### src/logic/vmexd_pkg.sv
// Constants for the guest exit decision block: register map, control bit
// positions, capability reset values and the AXI4-Lite response codes.
package vmexd_pkg;
  // Register byte offsets
  localparam logic [7:0] ADDR_ASYNC_CTL  = 8'h00;
  localparam logic [7:0] ADDR_SYNC_CTL   = 8'h04;
  localparam logic [7:0] ADDR_STATUS     = 8'h08;
  localparam logic [7:0] ADDR_TSO_LO     = 8'h0C;
  localparam logic [7:0] ADDR_TSO_HI     = 8'h10;
  localparam logic [7:0] ADDR_ASYNC_CAP0 = 8'h14;
  localparam logic [7:0] ADDR_ASYNC_CAP1 = 8'h18;
  localparam logic [7:0] ADDR_SYNC_CAP0  = 8'h1C;
  localparam logic [7:0] ADDR_SYNC_CAP1  = 8'h20;
  // Asynchronous vector bits
  localparam int BIT_EXT_INT_EXIT = 0;
  localparam int BIT_NMI_EXIT     = 3;
  // Synchronous vector bits
  localparam int BIT_INT_WINDOW   = 2;
  localparam int BIT_TS_OFFSET    = 3;
  localparam int BIT_HALT_EXIT    = 7;
  localparam int BIT_PGINV_EXIT   = 9;
  localparam int BIT_MONITORED_WAIT_INSTRUCTION_EXIT   = 10;
  localparam int BIT_PMC_EXIT     = 11;
  localparam int BIT_TSREAD_EXIT  = 12;
  localparam int BIT_PRIO_WR_EXIT = 19;
  localparam int BIT_PRIO_RD_EXIT = 20;
  localparam int BIT_TP_SHADOW    = 21;
  localparam int BIT_DBG_EXIT     = 23;
  localparam int BIT_IO_ALL_EXIT  = 24;
  localparam int BIT_IO_BITMAP    = 25;
  localparam int BIT_MR_BITMAP    = 28;
  localparam int BIT_WATCH_EXIT   = 29;
  localparam int BIT_SPIN_EXIT    = 30;
  // Descriptor used for non-maskable interrupts delivered to the guest
  localparam logic [7:0] NMI_VECTOR = 8'h02;
  // Port split between the two I/O bitmaps
  localparam logic [15:0] IO_SPLIT_PORT = 16'h8000;
  // Capability defaults: must-be-one mask (cap0) and may-be-one mask (cap1)
  localparam logic [31:0] ASYNC_CAP0_RST = 32'h0000_0016;
  localparam logic [31:0] ASYNC_CAP1_RST = 32'h0000_001F;
  localparam logic [31:0] SYNC_CAP0_RST  = 32'h0401_E172;
  localparam logic [31:0] SYNC_CAP1_RST  = 32'h77FB_FFFE;
  localparam logic [31:0] CTL_RST        = 32'h0000_0000;
  // AXI responses
  localparam logic [1:0] RESP_OKAY   = 2'b00;
  localparam logic [1:0] RESP_SLVERR = 2'b10;
  // Event kinds presented by the core
  typedef enum logic [3:0] {
    VMEXD_EV_NONE   = 4'h0,
    VMEXD_EV_HALT   = 4'h1,
    VMEXD_EV_PGINV  = 4'h2,
    VMEXD_EV_MONITORED_WAIT_INSTRUCTION  = 4'h3,
    VMEXD_EV_PMC    = 4'h4,
    VMEXD_EV_TSREAD = 4'h5,
    VMEXD_EV_PRIOWR = 4'h6,
    VMEXD_EV_PRIORD = 4'h7,
    VMEXD_EV_DBG    = 4'h8,
    VMEXD_EV_IO     = 4'h9,
    VMEXD_EV_MRRD   = 4'hA,
    VMEXD_EV_MRWR   = 4'hB,
    VMEXD_EV_WATCH  = 4'hC,
    VMEXD_EV_SPIN   = 4'hD,
    VMEXD_EV_TSMR   = 4'hE
  } vmexd_ev_t;
endpackage

### src/logic/vmexd_top.sv
// Guest exit decision unit: programmable control vectors, latched at entry,
// deciding whether guest events leave to the host monitor.
// Assumes core-side inputs are synchronous to clk; software uses AXI4-Lite.
//
// What this block does
// (RULE1) External interrupt exits when async bit 0 set
// (RULE2) Exit mode ignores guest interrupt-enable flag
// (RULE3) Async bit 3 routes NMI to exit
// (RULE4) Software honours fixed bits; bad entry fails
// (RULE5) Sync bit 2 exits on open interrupt window
// (RULE6) Sync bit 3 enables time-stamp offsetting
// (RULE7) Sync bit 7 makes halt exit
// (RULE8) Sync bit 9 makes page invalidate exit
// (RULE9) Sync bit 10 makes monitored wait exit
// (RULE10) Sync bit 11 makes counter read exit
// (RULE11) Sync bit 12 makes time-stamp read exit
// (RULE12) Sync bit 19 makes priority writes exit
// (RULE13) Sync bit 20 makes priority reads exit
// (RULE14) Sync bit 21 activates task priority shadow
// (RULE15) Sync bit 23 makes debug moves exit
// (RULE16) Sync bit 24 exits all port instructions
// (RULE17) Sync bit 25 selects I/O bitmap checking
// (RULE18) Sync bit 28 clear makes model accesses exit
// (RULE19) Sync bit 29 makes address-watch arm exit
// (RULE20) Sync bit 30 makes spin hint exit
// (RULE21) Bitmap bit set for any port exits
// (RULE22) Offset result is counter plus signed offset
// (RULE23) Decide only in guest, with entry-latched vectors
`timescale 1ns/1ps
module vmexd_top #(
  parameter logic        HAS_LONG_MODE = 1'b1,
  parameter logic [31:0] ASYNC_CAP0    = vmexd_pkg::ASYNC_CAP0_RST,
  parameter logic [31:0] ASYNC_CAP1    = vmexd_pkg::ASYNC_CAP1_RST,
  parameter logic [31:0] SYNC_CAP0     = vmexd_pkg::SYNC_CAP0_RST,
  parameter logic [31:0] SYNC_CAP1     = vmexd_pkg::SYNC_CAP1_RST
) (
  // Clock, reset, enable
  input  wire logic        clk,
  input  wire logic        reset,
  input  wire logic        clk_en,
  // AXI4-Lite write address
  input  wire logic [7:0]  s_axi_awaddr,
  input  wire logic        s_axi_awvalid,
  output logic             s_axi_awready,
  // AXI4-Lite write data
  input  wire logic [31:0] s_axi_wdata,
  input  wire logic [3:0]  s_axi_wstrb,
  input  wire logic        s_axi_wvalid,
  output logic             s_axi_wready,
  // AXI4-Lite write response
  output logic [1:0]       s_axi_bresp,
  output logic             s_axi_bvalid,
  input  wire logic        s_axi_bready,
  // AXI4-Lite read address
  input  wire logic [7:0]  s_axi_araddr,
  input  wire logic        s_axi_arvalid,
  output logic             s_axi_arready,
  // AXI4-Lite read data
  output logic [31:0]      s_axi_rdata,
  output logic [1:0]       s_axi_rresp,
  output logic             s_axi_rvalid,
  input  wire logic        s_axi_rready,
  // Entry request from the core
  input  wire logic        entry_req,
  input  wire logic        guest_leave,
  output logic             entry_ok,
  output logic             entry_fail,
  output logic             guest_mode,
  // Guest event from the core
  input  wire logic        ev_valid,
  input  wire logic [3:0]  ev_kind,
  input  wire logic        ext_int,
  input  wire logic        nmi,
  input  wire logic        interrupt_enable_flag,
  input  wire logic        other_int_blocking,
  input  wire logic        io_bitmap_hit,
  input  wire logic        mr_bitmap_hit,
  input  wire logic [63:0] time_stamp_counter,
  // Decision results
  output logic             exit_req,
  output logic [4:0]       exit_cause,
  output logic             deliver_int,
  output logic             deliver_nmi,
  output logic [7:0]       deliver_vector,
  output logic             int_blocked,
  output logic             nmi_interrupt_return_instruction_unblock,
  output logic             task_priority_shadow_en,
  output logic [63:0]      ts_result,
  output logic             ts_result_valid
);

  ////////////////////////////////////////////////////////////////////////////
  // Registers visible to software
  logic [31:0] async_event_exit_controls_q;
  logic [31:0] sync_event_exit_controls_q;
  logic [63:0] ts_offset_q;
  // Copies taken at the last successful entry
  logic [31:0] async_live_q;
  logic [31:0] sync_live_q;
  logic [63:0] ts_offset_live_q;
  logic        guest_q;
  logic        last_fail_q;

  // Fixed-bit check against capability masks
  function automatic logic ctl_ok(input logic [31:0] v, input logic [31:0] must1,
                                  input logic [31:0] may1);
    ctl_ok = ((v & must1) == must1) && ((v & ~may1) == 32'h0000_0000);
  endfunction

  logic async_ok;
  logic sync_ok;
  logic long_ok;
  assign async_ok = ctl_ok(async_event_exit_controls_q, ASYNC_CAP0, ASYNC_CAP1); // RULE4
  assign sync_ok  = ctl_ok(sync_event_exit_controls_q, SYNC_CAP0, SYNC_CAP1);    // RULE4
  // Priority controls only legal with 64-bit support
  assign long_ok = HAS_LONG_MODE ||
    (sync_event_exit_controls_q[vmexd_pkg::BIT_PRIO_WR_EXIT] == 1'b0 && // RULE12
     sync_event_exit_controls_q[vmexd_pkg::BIT_PRIO_RD_EXIT] == 1'b0 && // RULE13
     sync_event_exit_controls_q[vmexd_pkg::BIT_TP_SHADOW] == 1'b0);     // RULE14

  ////////////////////////////////////////////////////////////////////////////
  // AXI4-Lite slave: address and data held until both present
  logic        aw_hold_q;
  logic        w_hold_q;
  logic [7:0]  aw_addr_q;
  logic [31:0] w_data_q;
  logic [3:0]  w_strb_q;
  logic        wr_fire;

  assign wr_fire = aw_hold_q && w_hold_q && !s_axi_bvalid;

  // Write channel capture and response
  always_ff @(posedge clk or posedge reset) begin
    if (reset) begin
      aw_hold_q     <= 1'b0;
      w_hold_q      <= 1'b0;
      aw_addr_q     <= 8'h00;
      w_data_q      <= 32'h0000_0000;
      w_strb_q      <= 4'h0;
      s_axi_awready <= 1'b0;
      s_axi_wready  <= 1'b0;
      s_axi_bvalid  <= 1'b0;
      s_axi_bresp   <= vmexd_pkg::RESP_OKAY;
    end else if (clk_en) begin
      s_axi_awready <= !aw_hold_q && !s_axi_awready;
      s_axi_wready  <= !w_hold_q && !s_axi_wready;
      if (s_axi_awvalid && s_axi_awready) begin
        aw_hold_q     <= 1'b1;
        aw_addr_q     <= s_axi_awaddr;
        s_axi_awready <= 1'b0;
      end
      if (s_axi_wvalid && s_axi_wready) begin
        w_hold_q     <= 1'b1;
        w_data_q     <= s_axi_wdata;
        w_strb_q     <= s_axi_wstrb;
        s_axi_wready <= 1'b0;
      end
      if (wr_fire) begin
        aw_hold_q    <= 1'b0;
        w_hold_q     <= 1'b0;
        s_axi_bvalid <= 1'b1;
        s_axi_bresp  <= wr_map(aw_addr_q) ? vmexd_pkg::RESP_OKAY : vmexd_pkg::RESP_SLVERR;
      end else if (s_axi_bvalid && s_axi_bready) begin
        s_axi_bvalid <= 1'b0;
      end
    end
  end

  // Writable offsets
  function automatic logic wr_map(input logic [7:0] a);
    wr_map = (a == vmexd_pkg::ADDR_ASYNC_CTL) || (a == vmexd_pkg::ADDR_SYNC_CTL) ||
             (a == vmexd_pkg::ADDR_TSO_LO) || (a == vmexd_pkg::ADDR_TSO_HI);
  endfunction

  // Byte-lane merge
  function automatic logic [31:0] merge(input logic [31:0] old, input logic [31:0] nw,
                                        input logic [3:0] strb);
    for (int i = 0; i < 4; i++) begin
      merge[i*8 +: 8] = strb[i] ? nw[i*8 +: 8] : old[i*8 +: 8];
    end
  endfunction

  // Software register storage
  always_ff @(posedge clk or posedge reset) begin
    if (reset) begin
      async_event_exit_controls_q <= vmexd_pkg::CTL_RST;
      sync_event_exit_controls_q  <= vmexd_pkg::CTL_RST;
      ts_offset_q                 <= 64'h0000_0000_0000_0000;
    end else if (clk_en && wr_fire) begin
      unique case (aw_addr_q)
        vmexd_pkg::ADDR_ASYNC_CTL:
          async_event_exit_controls_q <= merge(async_event_exit_controls_q, w_data_q, w_strb_q);
        vmexd_pkg::ADDR_SYNC_CTL:
          sync_event_exit_controls_q <= merge(sync_event_exit_controls_q, w_data_q, w_strb_q);
        vmexd_pkg::ADDR_TSO_LO:
          ts_offset_q[31:0] <= merge(ts_offset_q[31:0], w_data_q, w_strb_q);
        vmexd_pkg::ADDR_TSO_HI:
          ts_offset_q[63:32] <= merge(ts_offset_q[63:32], w_data_q, w_strb_q);
        default: ;
      endcase
    end
  end

  // Read channel; one cycle after the address is taken
  always_ff @(posedge clk or posedge reset) begin
    if (reset) begin
      s_axi_arready <= 1'b0;
      s_axi_rvalid  <= 1'b0;
      s_axi_rdata   <= 32'h0000_0000;
      s_axi_rresp   <= vmexd_pkg::RESP_OKAY;
    end else if (clk_en) begin
      s_axi_arready <= !s_axi_rvalid && !s_axi_arready;
      if (s_axi_arvalid && s_axi_arready) begin
        s_axi_arready <= 1'b0;
        s_axi_rvalid  <= 1'b1;
        s_axi_rresp   <= vmexd_pkg::RESP_OKAY;
        unique case (s_axi_araddr)
          vmexd_pkg::ADDR_ASYNC_CTL:  s_axi_rdata <= async_event_exit_controls_q;
          vmexd_pkg::ADDR_SYNC_CTL:   s_axi_rdata <= sync_event_exit_controls_q;
          vmexd_pkg::ADDR_STATUS:     s_axi_rdata <= {29'h0000_0000, last_fail_q,
                                                      sync_live_q[vmexd_pkg::BIT_TP_SHADOW],
                                                      guest_q};
          vmexd_pkg::ADDR_TSO_LO:     s_axi_rdata <= ts_offset_q[31:0];
          vmexd_pkg::ADDR_TSO_HI:     s_axi_rdata <= ts_offset_q[63:32];
          vmexd_pkg::ADDR_ASYNC_CAP0: s_axi_rdata <= ASYNC_CAP0;
          vmexd_pkg::ADDR_ASYNC_CAP1: s_axi_rdata <= ASYNC_CAP1;
          vmexd_pkg::ADDR_SYNC_CAP0:  s_axi_rdata <= SYNC_CAP0;
          vmexd_pkg::ADDR_SYNC_CAP1:  s_axi_rdata <= SYNC_CAP1;
          default: begin
            s_axi_rdata <= 32'h0000_0000;
            s_axi_rresp <= vmexd_pkg::RESP_SLVERR;
          end
        endcase
      end else if (s_axi_rvalid && s_axi_rready) begin
        s_axi_rvalid <= 1'b0;
      end
    end
  end

  ////////////////////////////////////////////////////////////////////////////
  // Entry: check fixed bits, then latch vectors; leave ends guest mode
  always_ff @(posedge clk or posedge reset) begin
    if (reset) begin
      guest_q          <= 1'b0;
      last_fail_q      <= 1'b0;
      async_live_q     <= vmexd_pkg::CTL_RST;
      sync_live_q      <= vmexd_pkg::CTL_RST;
      ts_offset_live_q <= 64'h0000_0000_0000_0000;
      entry_ok         <= 1'b0;
      entry_fail       <= 1'b0;
    end else if (clk_en) begin
      entry_ok   <= 1'b0;
      entry_fail <= 1'b0;
      if (entry_req && !guest_q) begin
        if (async_ok && sync_ok && long_ok) begin // RULE4
          guest_q          <= 1'b1;
          last_fail_q      <= 1'b0;
          async_live_q     <= async_event_exit_controls_q; // RULE23
          sync_live_q      <= sync_event_exit_controls_q;  // RULE23
          ts_offset_live_q <= ts_offset_q;
          entry_ok         <= 1'b1;
        end else begin
          last_fail_q <= 1'b1;
          entry_fail  <= 1'b1;
        end
      end else if (guest_q && (guest_leave || exit_req)) begin
        guest_q <= 1'b0; // Any exit returns to host
      end
    end
  end

  ////////////////////////////////////////////////////////////////////////////
  // Exit decision, combinational then registered
  logic       ex_d;
  logic [4:0] cause_d;
  logic       dint_d;
  logic       dnmi_d;
  logic       ts_valid_d;
  logic       io_exit;
  logic       mr_exit;

  // Bitmaps replace the unconditional control when in use
  assign io_exit = sync_live_q[vmexd_pkg::BIT_IO_BITMAP] ? io_bitmap_hit      // RULE17 RULE21
                 : sync_live_q[vmexd_pkg::BIT_IO_ALL_EXIT];                    // RULE16
  assign mr_exit = sync_live_q[vmexd_pkg::BIT_MR_BITMAP] ? mr_bitmap_hit : 1'b1; // RULE18

  // Priority: NMI, external interrupt, window, then instruction
  always_comb begin
    ex_d       = 1'b0;
    cause_d    = 5'h00;
    dint_d     = 1'b0;
    dnmi_d     = 1'b0;
    ts_valid_d = 1'b0;
    if (guest_q && !exit_req) begin // RULE23
      if (nmi) begin
        if (async_live_q[vmexd_pkg::BIT_NMI_EXIT]) begin // RULE3
          ex_d    = 1'b1;
          cause_d = 5'h02;
        end else begin
          dnmi_d = 1'b1;
        end
      end else if (ext_int && async_live_q[vmexd_pkg::BIT_EXT_INT_EXIT] && // RULE1
                   !other_int_blocking) begin // RULE2
        ex_d    = 1'b1;
        cause_d = 5'h01;
      end else if (ext_int && interrupt_enable_flag && !other_int_blocking) begin
        dint_d = 1'b1; // RULE1
      end else if (sync_live_q[vmexd_pkg::BIT_INT_WINDOW] && interrupt_enable_flag &&
                   !other_int_blocking && ev_valid) begin // RULE5
        ex_d    = 1'b1;
        cause_d = 5'h07;
      end else if (ev_valid) begin
        unique case (vmexd_pkg::vmexd_ev_t'(ev_kind))
          vmexd_pkg::VMEXD_EV_HALT:   ex_d = sync_live_q[vmexd_pkg::BIT_HALT_EXIT];   // RULE7
          vmexd_pkg::VMEXD_EV_PGINV:  ex_d = sync_live_q[vmexd_pkg::BIT_PGINV_EXIT];  // RULE8
          vmexd_pkg::VMEXD_EV_MONITORED_WAIT_INSTRUCTION:  ex_d = sync_live_q[vmexd_pkg::BIT_MONITORED_WAIT_INSTRUCTION_EXIT];  // RULE9
          vmexd_pkg::VMEXD_EV_PMC:    ex_d = sync_live_q[vmexd_pkg::BIT_PMC_EXIT];    // RULE10
          vmexd_pkg::VMEXD_EV_TSREAD: ex_d = sync_live_q[vmexd_pkg::BIT_TSREAD_EXIT]; // RULE11
          vmexd_pkg::VMEXD_EV_PRIOWR: ex_d = sync_live_q[vmexd_pkg::BIT_PRIO_WR_EXIT]; // RULE12
          vmexd_pkg::VMEXD_EV_PRIORD: ex_d = sync_live_q[vmexd_pkg::BIT_PRIO_RD_EXIT]; // RULE13
          vmexd_pkg::VMEXD_EV_DBG:    ex_d = sync_live_q[vmexd_pkg::BIT_DBG_EXIT];    // RULE15
          vmexd_pkg::VMEXD_EV_IO:     ex_d = io_exit;
          vmexd_pkg::VMEXD_EV_MRRD:   ex_d = mr_exit;
          vmexd_pkg::VMEXD_EV_MRWR:   ex_d = mr_exit;
          vmexd_pkg::VMEXD_EV_TSMR:   ex_d = mr_exit;
          vmexd_pkg::VMEXD_EV_WATCH:  ex_d = sync_live_q[vmexd_pkg::BIT_WATCH_EXIT];  // RULE19
          vmexd_pkg::VMEXD_EV_SPIN:   ex_d = sync_live_q[vmexd_pkg::BIT_SPIN_EXIT];   // RULE20
          default:                    ex_d = 1'b0;
        endcase
        cause_d = ex_d ? {1'b1, ev_kind} : 5'h00;
        // Time-stamp reads that stay in the guest report a value
        ts_valid_d = !ex_d && ((ev_kind == 4'(vmexd_pkg::VMEXD_EV_TSREAD)) ||
                               (ev_kind == 4'(vmexd_pkg::VMEXD_EV_TSMR)));
      end
    end
  end

  // Registered results, one cycle after the event
  always_ff @(posedge clk or posedge reset) begin
    if (reset) begin
      exit_req        <= 1'b0;
      exit_cause      <= 5'h00;
      deliver_int     <= 1'b0;
      deliver_nmi     <= 1'b0;
      deliver_vector  <= 8'h00;
      ts_result_valid <= 1'b0;
      ts_result       <= 64'h0000_0000_0000_0000;
    end else if (clk_en) begin
      exit_req        <= ex_d;
      exit_cause      <= cause_d;
      deliver_int     <= dint_d;
      deliver_nmi     <= dnmi_d;
      deliver_vector  <= dnmi_d ? vmexd_pkg::NMI_VECTOR : 8'h00; // RULE3
      ts_result_valid <= ts_valid_d;
      // Signed add equals two's-complement add at full width
      ts_result <= sync_live_q[vmexd_pkg::BIT_TS_OFFSET] ?                 // RULE6
                   64'($signed(time_stamp_counter) + $signed(ts_offset_live_q)) : // RULE22
                   time_stamp_counter;
    end
  end

  // Mode outputs tracking the latched vectors
  always_ff @(posedge clk or posedge reset) begin
    if (reset) begin
      int_blocked             <= 1'b0;
      nmi_interrupt_return_instruction_unblock        <= 1'b0;
      task_priority_shadow_en <= 1'b0;
      guest_mode              <= 1'b0;
    end else if (clk_en) begin
      guest_mode <= guest_q;
      // Flag only blocks when exit mode is off
      int_blocked <= guest_q && !async_live_q[vmexd_pkg::BIT_EXT_INT_EXIT] && // RULE2
                     (!interrupt_enable_flag || other_int_blocking);
      nmi_interrupt_return_instruction_unblock        <= guest_q && !async_live_q[vmexd_pkg::BIT_NMI_EXIT]; // RULE3
      task_priority_shadow_en <= guest_q && sync_live_q[vmexd_pkg::BIT_TP_SHADOW];  // RULE14
    end
  end

endmodule // vmexd_top

### config.mk
export PLATFORM = sky130hd
export DESIGN_NAME = vmexd_top
export DESIGN_NICKNAME = d
export VERILOG_FILES = /design/src/logic/vmexd_pkg.sv /design/src/logic/vmexd_top.sv
export SDC_FILE = /design/constraint.sdc
export NUM_CORES = 1
export LEC_CHECK = 0
export BUFFER_PORTS_ARGS = -buffer_cell sky130_fd_sc_hd__buf_2
export CORE_MARGIN = 2
export CORE_UTILIZATION = 55
export CTS_BUF_LIST = sky130_fd_sc_hd__clkbuf_4
export DETAILED_ROUTE_END_ITERATION = 10
export GPL_TIMING_DRIVEN = 0
export PLACE_DENSITY = 0.74
export SKIP_CTS_REPAIR_TIMING = 1
export SLEW_MARGIN = 10
export SYNTH_ARGS = -nofsm -noshare
export SYNTH_HDL_FRONTEND = slang
export SYNTH_SLANG_ARGS = --single-unit
export TNS_END_PERCENT = 100
### constraint.sdc
create_clock -name clk -period 32.3 [get_ports clk]
set_input_delay 4.845 -clock clk [delete_from_list [all_inputs] [get_ports clk]]
set_output_delay 4.845 -clock clk [all_outputs]
set_load 0.05 [all_outputs]
==> results of run 1 <==
through the flow:
stage                       util  instance area (um2)  power, mW  hold slack [ns]
after floorplan                -                19310     0.6955           0.4551
after global placement    0.6124                21150     0.7619           0.4649
after detailed placement  0.6151                21250     0.7704           0.4677
after CTS                 0.6488                22410      1.174           0.4900
after global routing      0.6489                22420      1.217           0.5093
final                     0.6489                22420      1.170           0.4848
registers in the layout (all words and copies together), names as in the netlist, 16 cells and up:
signal                       cells
ts_result                       64
ts_offset_live_q                64
sync_event_exit_controls_q      32
s_axi_rdata                     32
async_event_exit_controls_q     32
sync_live_q                     16
ts_offset_q                     64
w_data_q                        32
cell families after synthesis:
family / synth area share
fa+ha+maj: 0.04192
simple gates: 0.09071
mux: 0.1820
flops: 0.4880
xor+xnor: 0.02816
compound gates: 0.1429
other cells: 0.0001945
buf+inv: 0.02615
path summary, 6_finish.rpt:
path | from | slack (ns) | depth (start not counted) | end
worst max register to register | async_event_exit_controls_q[17] | 28.39 | 6 | ts_offset_live_q[2]
worst min-delay path | entry_ok | 0.48 | 1 | entry_ok
worst max-delay path | time_stamp_counter[0] | 24.83 | 15 | ts_result[62]
min in group asynchronous | reset | 4.18 | 2 | aw_addr_q[5]
max in group asynchronous | reset | 26.80 | 4 | ts_offset_live_q[44]
worst min register to register | entry_ok | 0.48 | 1 | entry_ok
final cells by class:
| cell class | count | area (um2) | share of cell area |
|---|---|---|---|
| inverter | 25 | 101.3 | 0.004521 |
| clock inverter | 16 | 90.09 | 0.004019 |
| buffer | 83 | 410.4 | 0.01831 |
| antenna | 1 | 2.502 | 0.0001116 |
| timing repair buffer | 257 | 1354 | 0.06040 |
| tap | 455 | 569.3 | 0.02540 |
| multi-input combinational | 1224 | 9405 | 0.4196 |
| clock buffer | 143 | 1074 | 0.04789 |
| sequential | 376 | 9409 | 0.4198 |
power by group through the flow:
stage	clock network [mW]	logic (mW)	registers [mW]
6_report	0.405	0.178	0.587
5_1_grt	0.434	0.191	0.592
4_1_cts	0.411	0.178	0.585
3_5_place_dp	0	0.177	0.593
3_3_place_gp	0	0.172	0.590
2_1_floorplan	0	0.0924	0.603
cell usage after synthesis, drive strengths merged, types with 3 or more instances:
cell	number
a22oi	10
xnor2	32
o21bai	9
and3	6
and4b	3
o211ai	3
inv	25
nand2	111
nand3	40
dfrtp	376
clkbuf	53
a21oi	164
o2bb2ai	9
mux2i	57
buf	30
or3	3
a22o	33
nand4	17
a21o	25
a31oi	12
nor2b	12
mux2	259
a221o	5
nor3	10
nor3b	3
a221oi	4
o21a	10
ha	63
xor2	30
nand2b	11
a222oi	28
o21ai	65
nor4	9
o221ai	3
nor2	120
nor4b	8
and2	4
a211oi	4
o31ai	5
routing by layer:
| metal | vias up | part of all wire | wire length (um) | track usage |
|---|---|---|---|---|
| met5 | - | 0.00019 | 11 | 0 |
| met3 | 148 | 0.090 | 5212 | 0.07582 |
| li1 | 7068 | - | - | - |
| met1 | 7694 | 0.41 | 23860 | 0.4239 |
| met4 | 2 | 0.039 | 2252 | 0.1385 |
| met2 | 724 | 0.46 | 26670 | 0.5074 |
==> summary.txt, run 1 <==
Status
  – Status: completed

Clock network
  – Inserted Clock Buffers: slightly below 100
  – CTS max path bufs: 3
  – Clock Sink Count: ~380
  – H-tree level count: 3
  – CTS Root Cell: clkbuf_4
  – Clock latency on the worst-skew pair: 0.81 ns
  – Clk slew on worst S/H paths: ~0.060 ns
  – CTS tree: built

Finish
  – Layout cell share with drive strength beyond 1: 0.3437
  – Non-Filler Instances: 2580
  – Synth-to-layout area growth: 16.25%
  – Nets: 2267
  – Commonest non-fill, non-tap cell in the layout: dfrtp_1
  – Commonest non-fill, non-tap cells in the layout: dfrtp_1 (376), buf_2 (263), mux2_2 (259)
  – Filler instances: between 2000 and 3000

Timing
  – Setup violations, final: 0
  – Worst Setup Slack, final: around 25 ns
  – Min Tclk post-route: roughly 7.5 ns
  – Final hold vios: 0
  – Tcrit/Tclk final: 0.2313
  – Pin slew with the least headroom to its limit: 1.336 ns
  – Skew final: around 0.044 ns
  – Fin Setup TNS: 0 ns
  – Fmax: ~0.13 GHz
  – Max-slew violation count: 0
  – Slew HR: 0.1096
  – RSZ-0062 raised after global routing: no

Yosys
  – Post-synthesis cell count: 1700
  – Async SR Flop Fraction: 1.000
  – Top post-synthesis cells by area: dfrtp_1 (49%), mux2_2 (15%), a21oi_1 (4.1%)
  – Post-synth top area cell: dfrtp_1
  – Register area share after synthesis: 0.4880
  – Number of synthesized flops with an enable pin: 0
  – Mapped cell area: a little under 20000 um2
  – Yosys top cell area share: 0.4880
  – Mean Syn Cell Area: roughly 11 um2
  – Ys Warns: 0
  – Primary FF master, synth: dfrtp_1
  – Synth cell types: between 80 and 90
  – Synth Register Bits: 376

Power
  – Reg power frac: 0.502
  – Switching power: 371.3 uW
  – Int Power: 798.6 uW
  – Fraction of power spent switching nets: 0.3174
  – Pleak: around 11 nW
  – Clk pwr share: 0.347
  – Maximum ir drop on the vdd rail: 58.94 uV
  – PD cells: roughly 52 nW/um2
  – Combinational power share: 0.152

Setup path
  – Crit Path Class: in2reg
  – Cells along the critical path: buf_2 > ha_1 > inv_1 > fa_1 > nand2b_1 > a2111oi_4 > nor2b_2 > o31a_1 > o21a_1 > a21oi_1 > o21ai_1 > o21ai_1 > o21ai_1 > xor2_1 > o21ai_1
  – Delay-heaviest family, CP: compound AO/OA/AOI/OAI gates
  – Worst path bufs/invs: 2
  – CP max FO: 4
  – CP dominant cell by count: o21ai_1
  – Worst path max stage delay: slightly below 0.5 ns
  – CP Data Arrival Time: between 8 and 9 ns
  – Crit end category: flip-flop
  – Critical Path RT: around 33 ns
  – Slowest CP cell: a2111oi_4
  – CP startpoint kind: input pin

Global routing
  – Largest net degree at the start of global routing: roughly 110
  – Gr usage total: 0.3211
  – Grt ovf: 0
  – Vias in the first global route: approximately 16000
  – First-pass GRT wire length: 88800 um
  – Initial antenna violation count: 2

Route
  – Total number of vias: about 16000
  – TritonRoute pass-1 iters: 8
  – Total Wirelength: 58010 um
  – Drt initial violations: 1298
  – Post-DRT Antenna Nets: 0
  – DRC viols: 0
  – Wirelength per Cell: ~22 um
  – Avg Vias per Cell: approximately 6

Place
  – PortBufs: 254
  – GPL Wtd Cong: 0.9286
  – Post-DP HPWL: 43670 um
  – Place WS: 24.15 ns
  – Inst Count DP: 2420

Die
  – Std cell rows: 68
  – Die Area: approximately 37000 um2
  – I/O pin cnt: 265
  – Die extent in x: 191.2 um
  – Die Span Y: 191.2 um
  – Initial core utilization: 0.5582
  – Core area: 34540 um2

Flow run
  – Max-Cap Viols: 0

Worst hold path
  – HP Class: reg2reg
Note: power is estimated with default switching activity, not from simulation.
==> inputs of run 2 (changes only) <==
Clock period 32.3 ns to 7.6 ns, I/O delays scaled along.
==> summary.txt, run 2 (synthesized netlist as in run 1, its figures left out) <==
Status
  – Status: completed

Route
  – Total Wirelength: around 58000 um
  – Post-DRT Antenna Nets: 0
  – Avg Vias per Cell: approximately 6
  – Total number of vias: 15600
  – TritonRoute pass-1 iters: 6
  – DRC viols: 0
  – Wirelength per Cell: 22.39 um
  – Drt initial violations: 1332

Finish
  – Layout cell share with drive strength beyond 1: 0.3410
  – Top flop regs: ts_offset_live_q (64), ts_offset_q (64), ts_result (64)
  – Nets: 2274
  – Synth-to-layout area growth: 16.88%
  – Commonest non-fill, non-tap cell in the layout: dfrtp_1
  – Commonest non-fill, non-tap cells in the layout: dfrtp_1 (376), buf_2 (263), mux2_2 (259)
  – Finished Cell Area: approximately 23000 um2
  – Filler instances: 2855

Timing
  – Setup violations, final: 0
  – Min Tclk post-route: 4.018 ns
  – Tcrit/Tclk final: 0.5287
  – Pin slew with the least headroom to its limit: 1.328 ns
  – Skew final: 0.05045 ns
  – Slew HR: 0.1145
  – Final hold vios: 0
  – Fmax: ~0.25 GHz
  – RSZ-0062 raised after global routing: no
  – Max-slew violation count: 0
  – Fin Setup TNS: 0 ns
  – Final Hold Slack: 0.3789 ns

Die
  – Die Span Y: around 190 um
  – Die Area: 36570 um2
  – Die extent in x: 191.2 um
  – Std cell rows: 68
  – I/O pin cnt: between 200 and 300
  – Initial core utilization: 0.5582
  – Core area: 34540 um2

Power
  – PD cells: 218.7 nW/um2
  – Pleak: 11.07 nW
  – Maximum ir drop on the vdd rail: 229.9 uV

Clock network
  – Clock latency on the worst-skew pair: 0.78 ns
  – Clk slew on worst S/H paths: 0.08 ns
  – Clock Sink Count: 376
  – CTS tree: built
  – CTS max path bufs: 3
  – Inserted Clock Buffers: 98
  – H-tree level count: 3
  – CTS Root Cell: clkbuf_4

Place
  – Post-DP HPWL: 44360 um
  – PortBufs: 254
  – GPL Wtd Cong: 0.9175
  – Area after DPL: roughly 21000 um2

Setup path
  – CP Data Arrival Time: 4.64 ns
  – CP startpoint kind: flip-flop
  – Critical Path RT: 8.22 ns
  – Crit Path Class: reg2reg
  – Crit end category: flip-flop
  – CP max FO: 10

Worst hold path
  – HP Class: in2async

Global routing
  – Largest net degree at the start of global routing: 40
  – Vias in the first global route: 15450
  – Initial antenna violation count: 2
  – First-pass GRT wire length: ~90000 um
  – Gr usage total: 0.3202
  – Grt ovf: 0

Flow run
  – Max-Cap Viols: 0
## run 2: where the power goes
part	switching [mW]	total [mW]	internal, mW
registers	0.279	2.50	2.22
logic	0.466	0.764	0.298
clock network	0.836	1.67	0.830
total	1.58	4.93	3.35
## run 2: per-layer routing
metal	vias to the layer above	GRT usage	wire, um
met2	695	0.5096	26880
li1	7095	-	-
met3	131	0.06756	4790
met1	7679	0.4267	24280
met4	0	0.1340	2142
met5	-	0	0
## run 2: critical path, stage by stage (launching register included)
cell and delay [ns]:
dfrtp_1 0.45, nor4b_1 0.52, nand4_1 0.26, nor4_2 0.99, clkbuf_1 0.80, buf_2 0.46
mux2_2 0.38
## run 2: area by class of cell
class                   count  area [um2]  share of cell area
diodes                      2       5.005           0.0002221
clock inverters            34       165.2            0.007328
well taps                 455       569.3             0.02526
multi-input cells        1224        9405              0.4173
inverters                  25       97.59            0.004330
flip-flops and latches    376        9409              0.4175
clock buffers             131       983.4             0.04364
repair buffers            265        1491             0.06618
plain buffers              83       410.4             0.01821
## run 2: worst paths after layout
check                                                              start                                        to  slack [ns]  cells past startpoint
worst max-delay path                       sync_event_exit_controls_q[0]                       ts_offset_live_q[2]        3.58                      6
worst min register to register  nmi_interrupt_return_instruction_unblock  nmi_interrupt_return_instruction_unblock        0.49                      1
worst max register to register             sync_event_exit_controls_q[0]                       ts_offset_live_q[2]        3.58                      6
max in group asynchronous                                          reset                      ts_offset_live_q[23]        5.92                      6
min in group clk                nmi_interrupt_return_instruction_unblock  nmi_interrupt_return_instruction_unblock        0.49                      1
worst min-delay path                                               reset                               w_data_q[8]        0.38                      2
## run 2: stage by stage
step	std cells	power, mW	setup slack [ns]	util
detailed placement	2428	3.285	3.204	0.6190
global route	2594	5.152	3.599	0.6523
global placement	2417	3.236	-0.5114	0.6125
finish	2595	4.929	3.582	0.6524
CTS	2593	4.955	3.795	0.6523
floorplan	1708	2.957	1.410	-
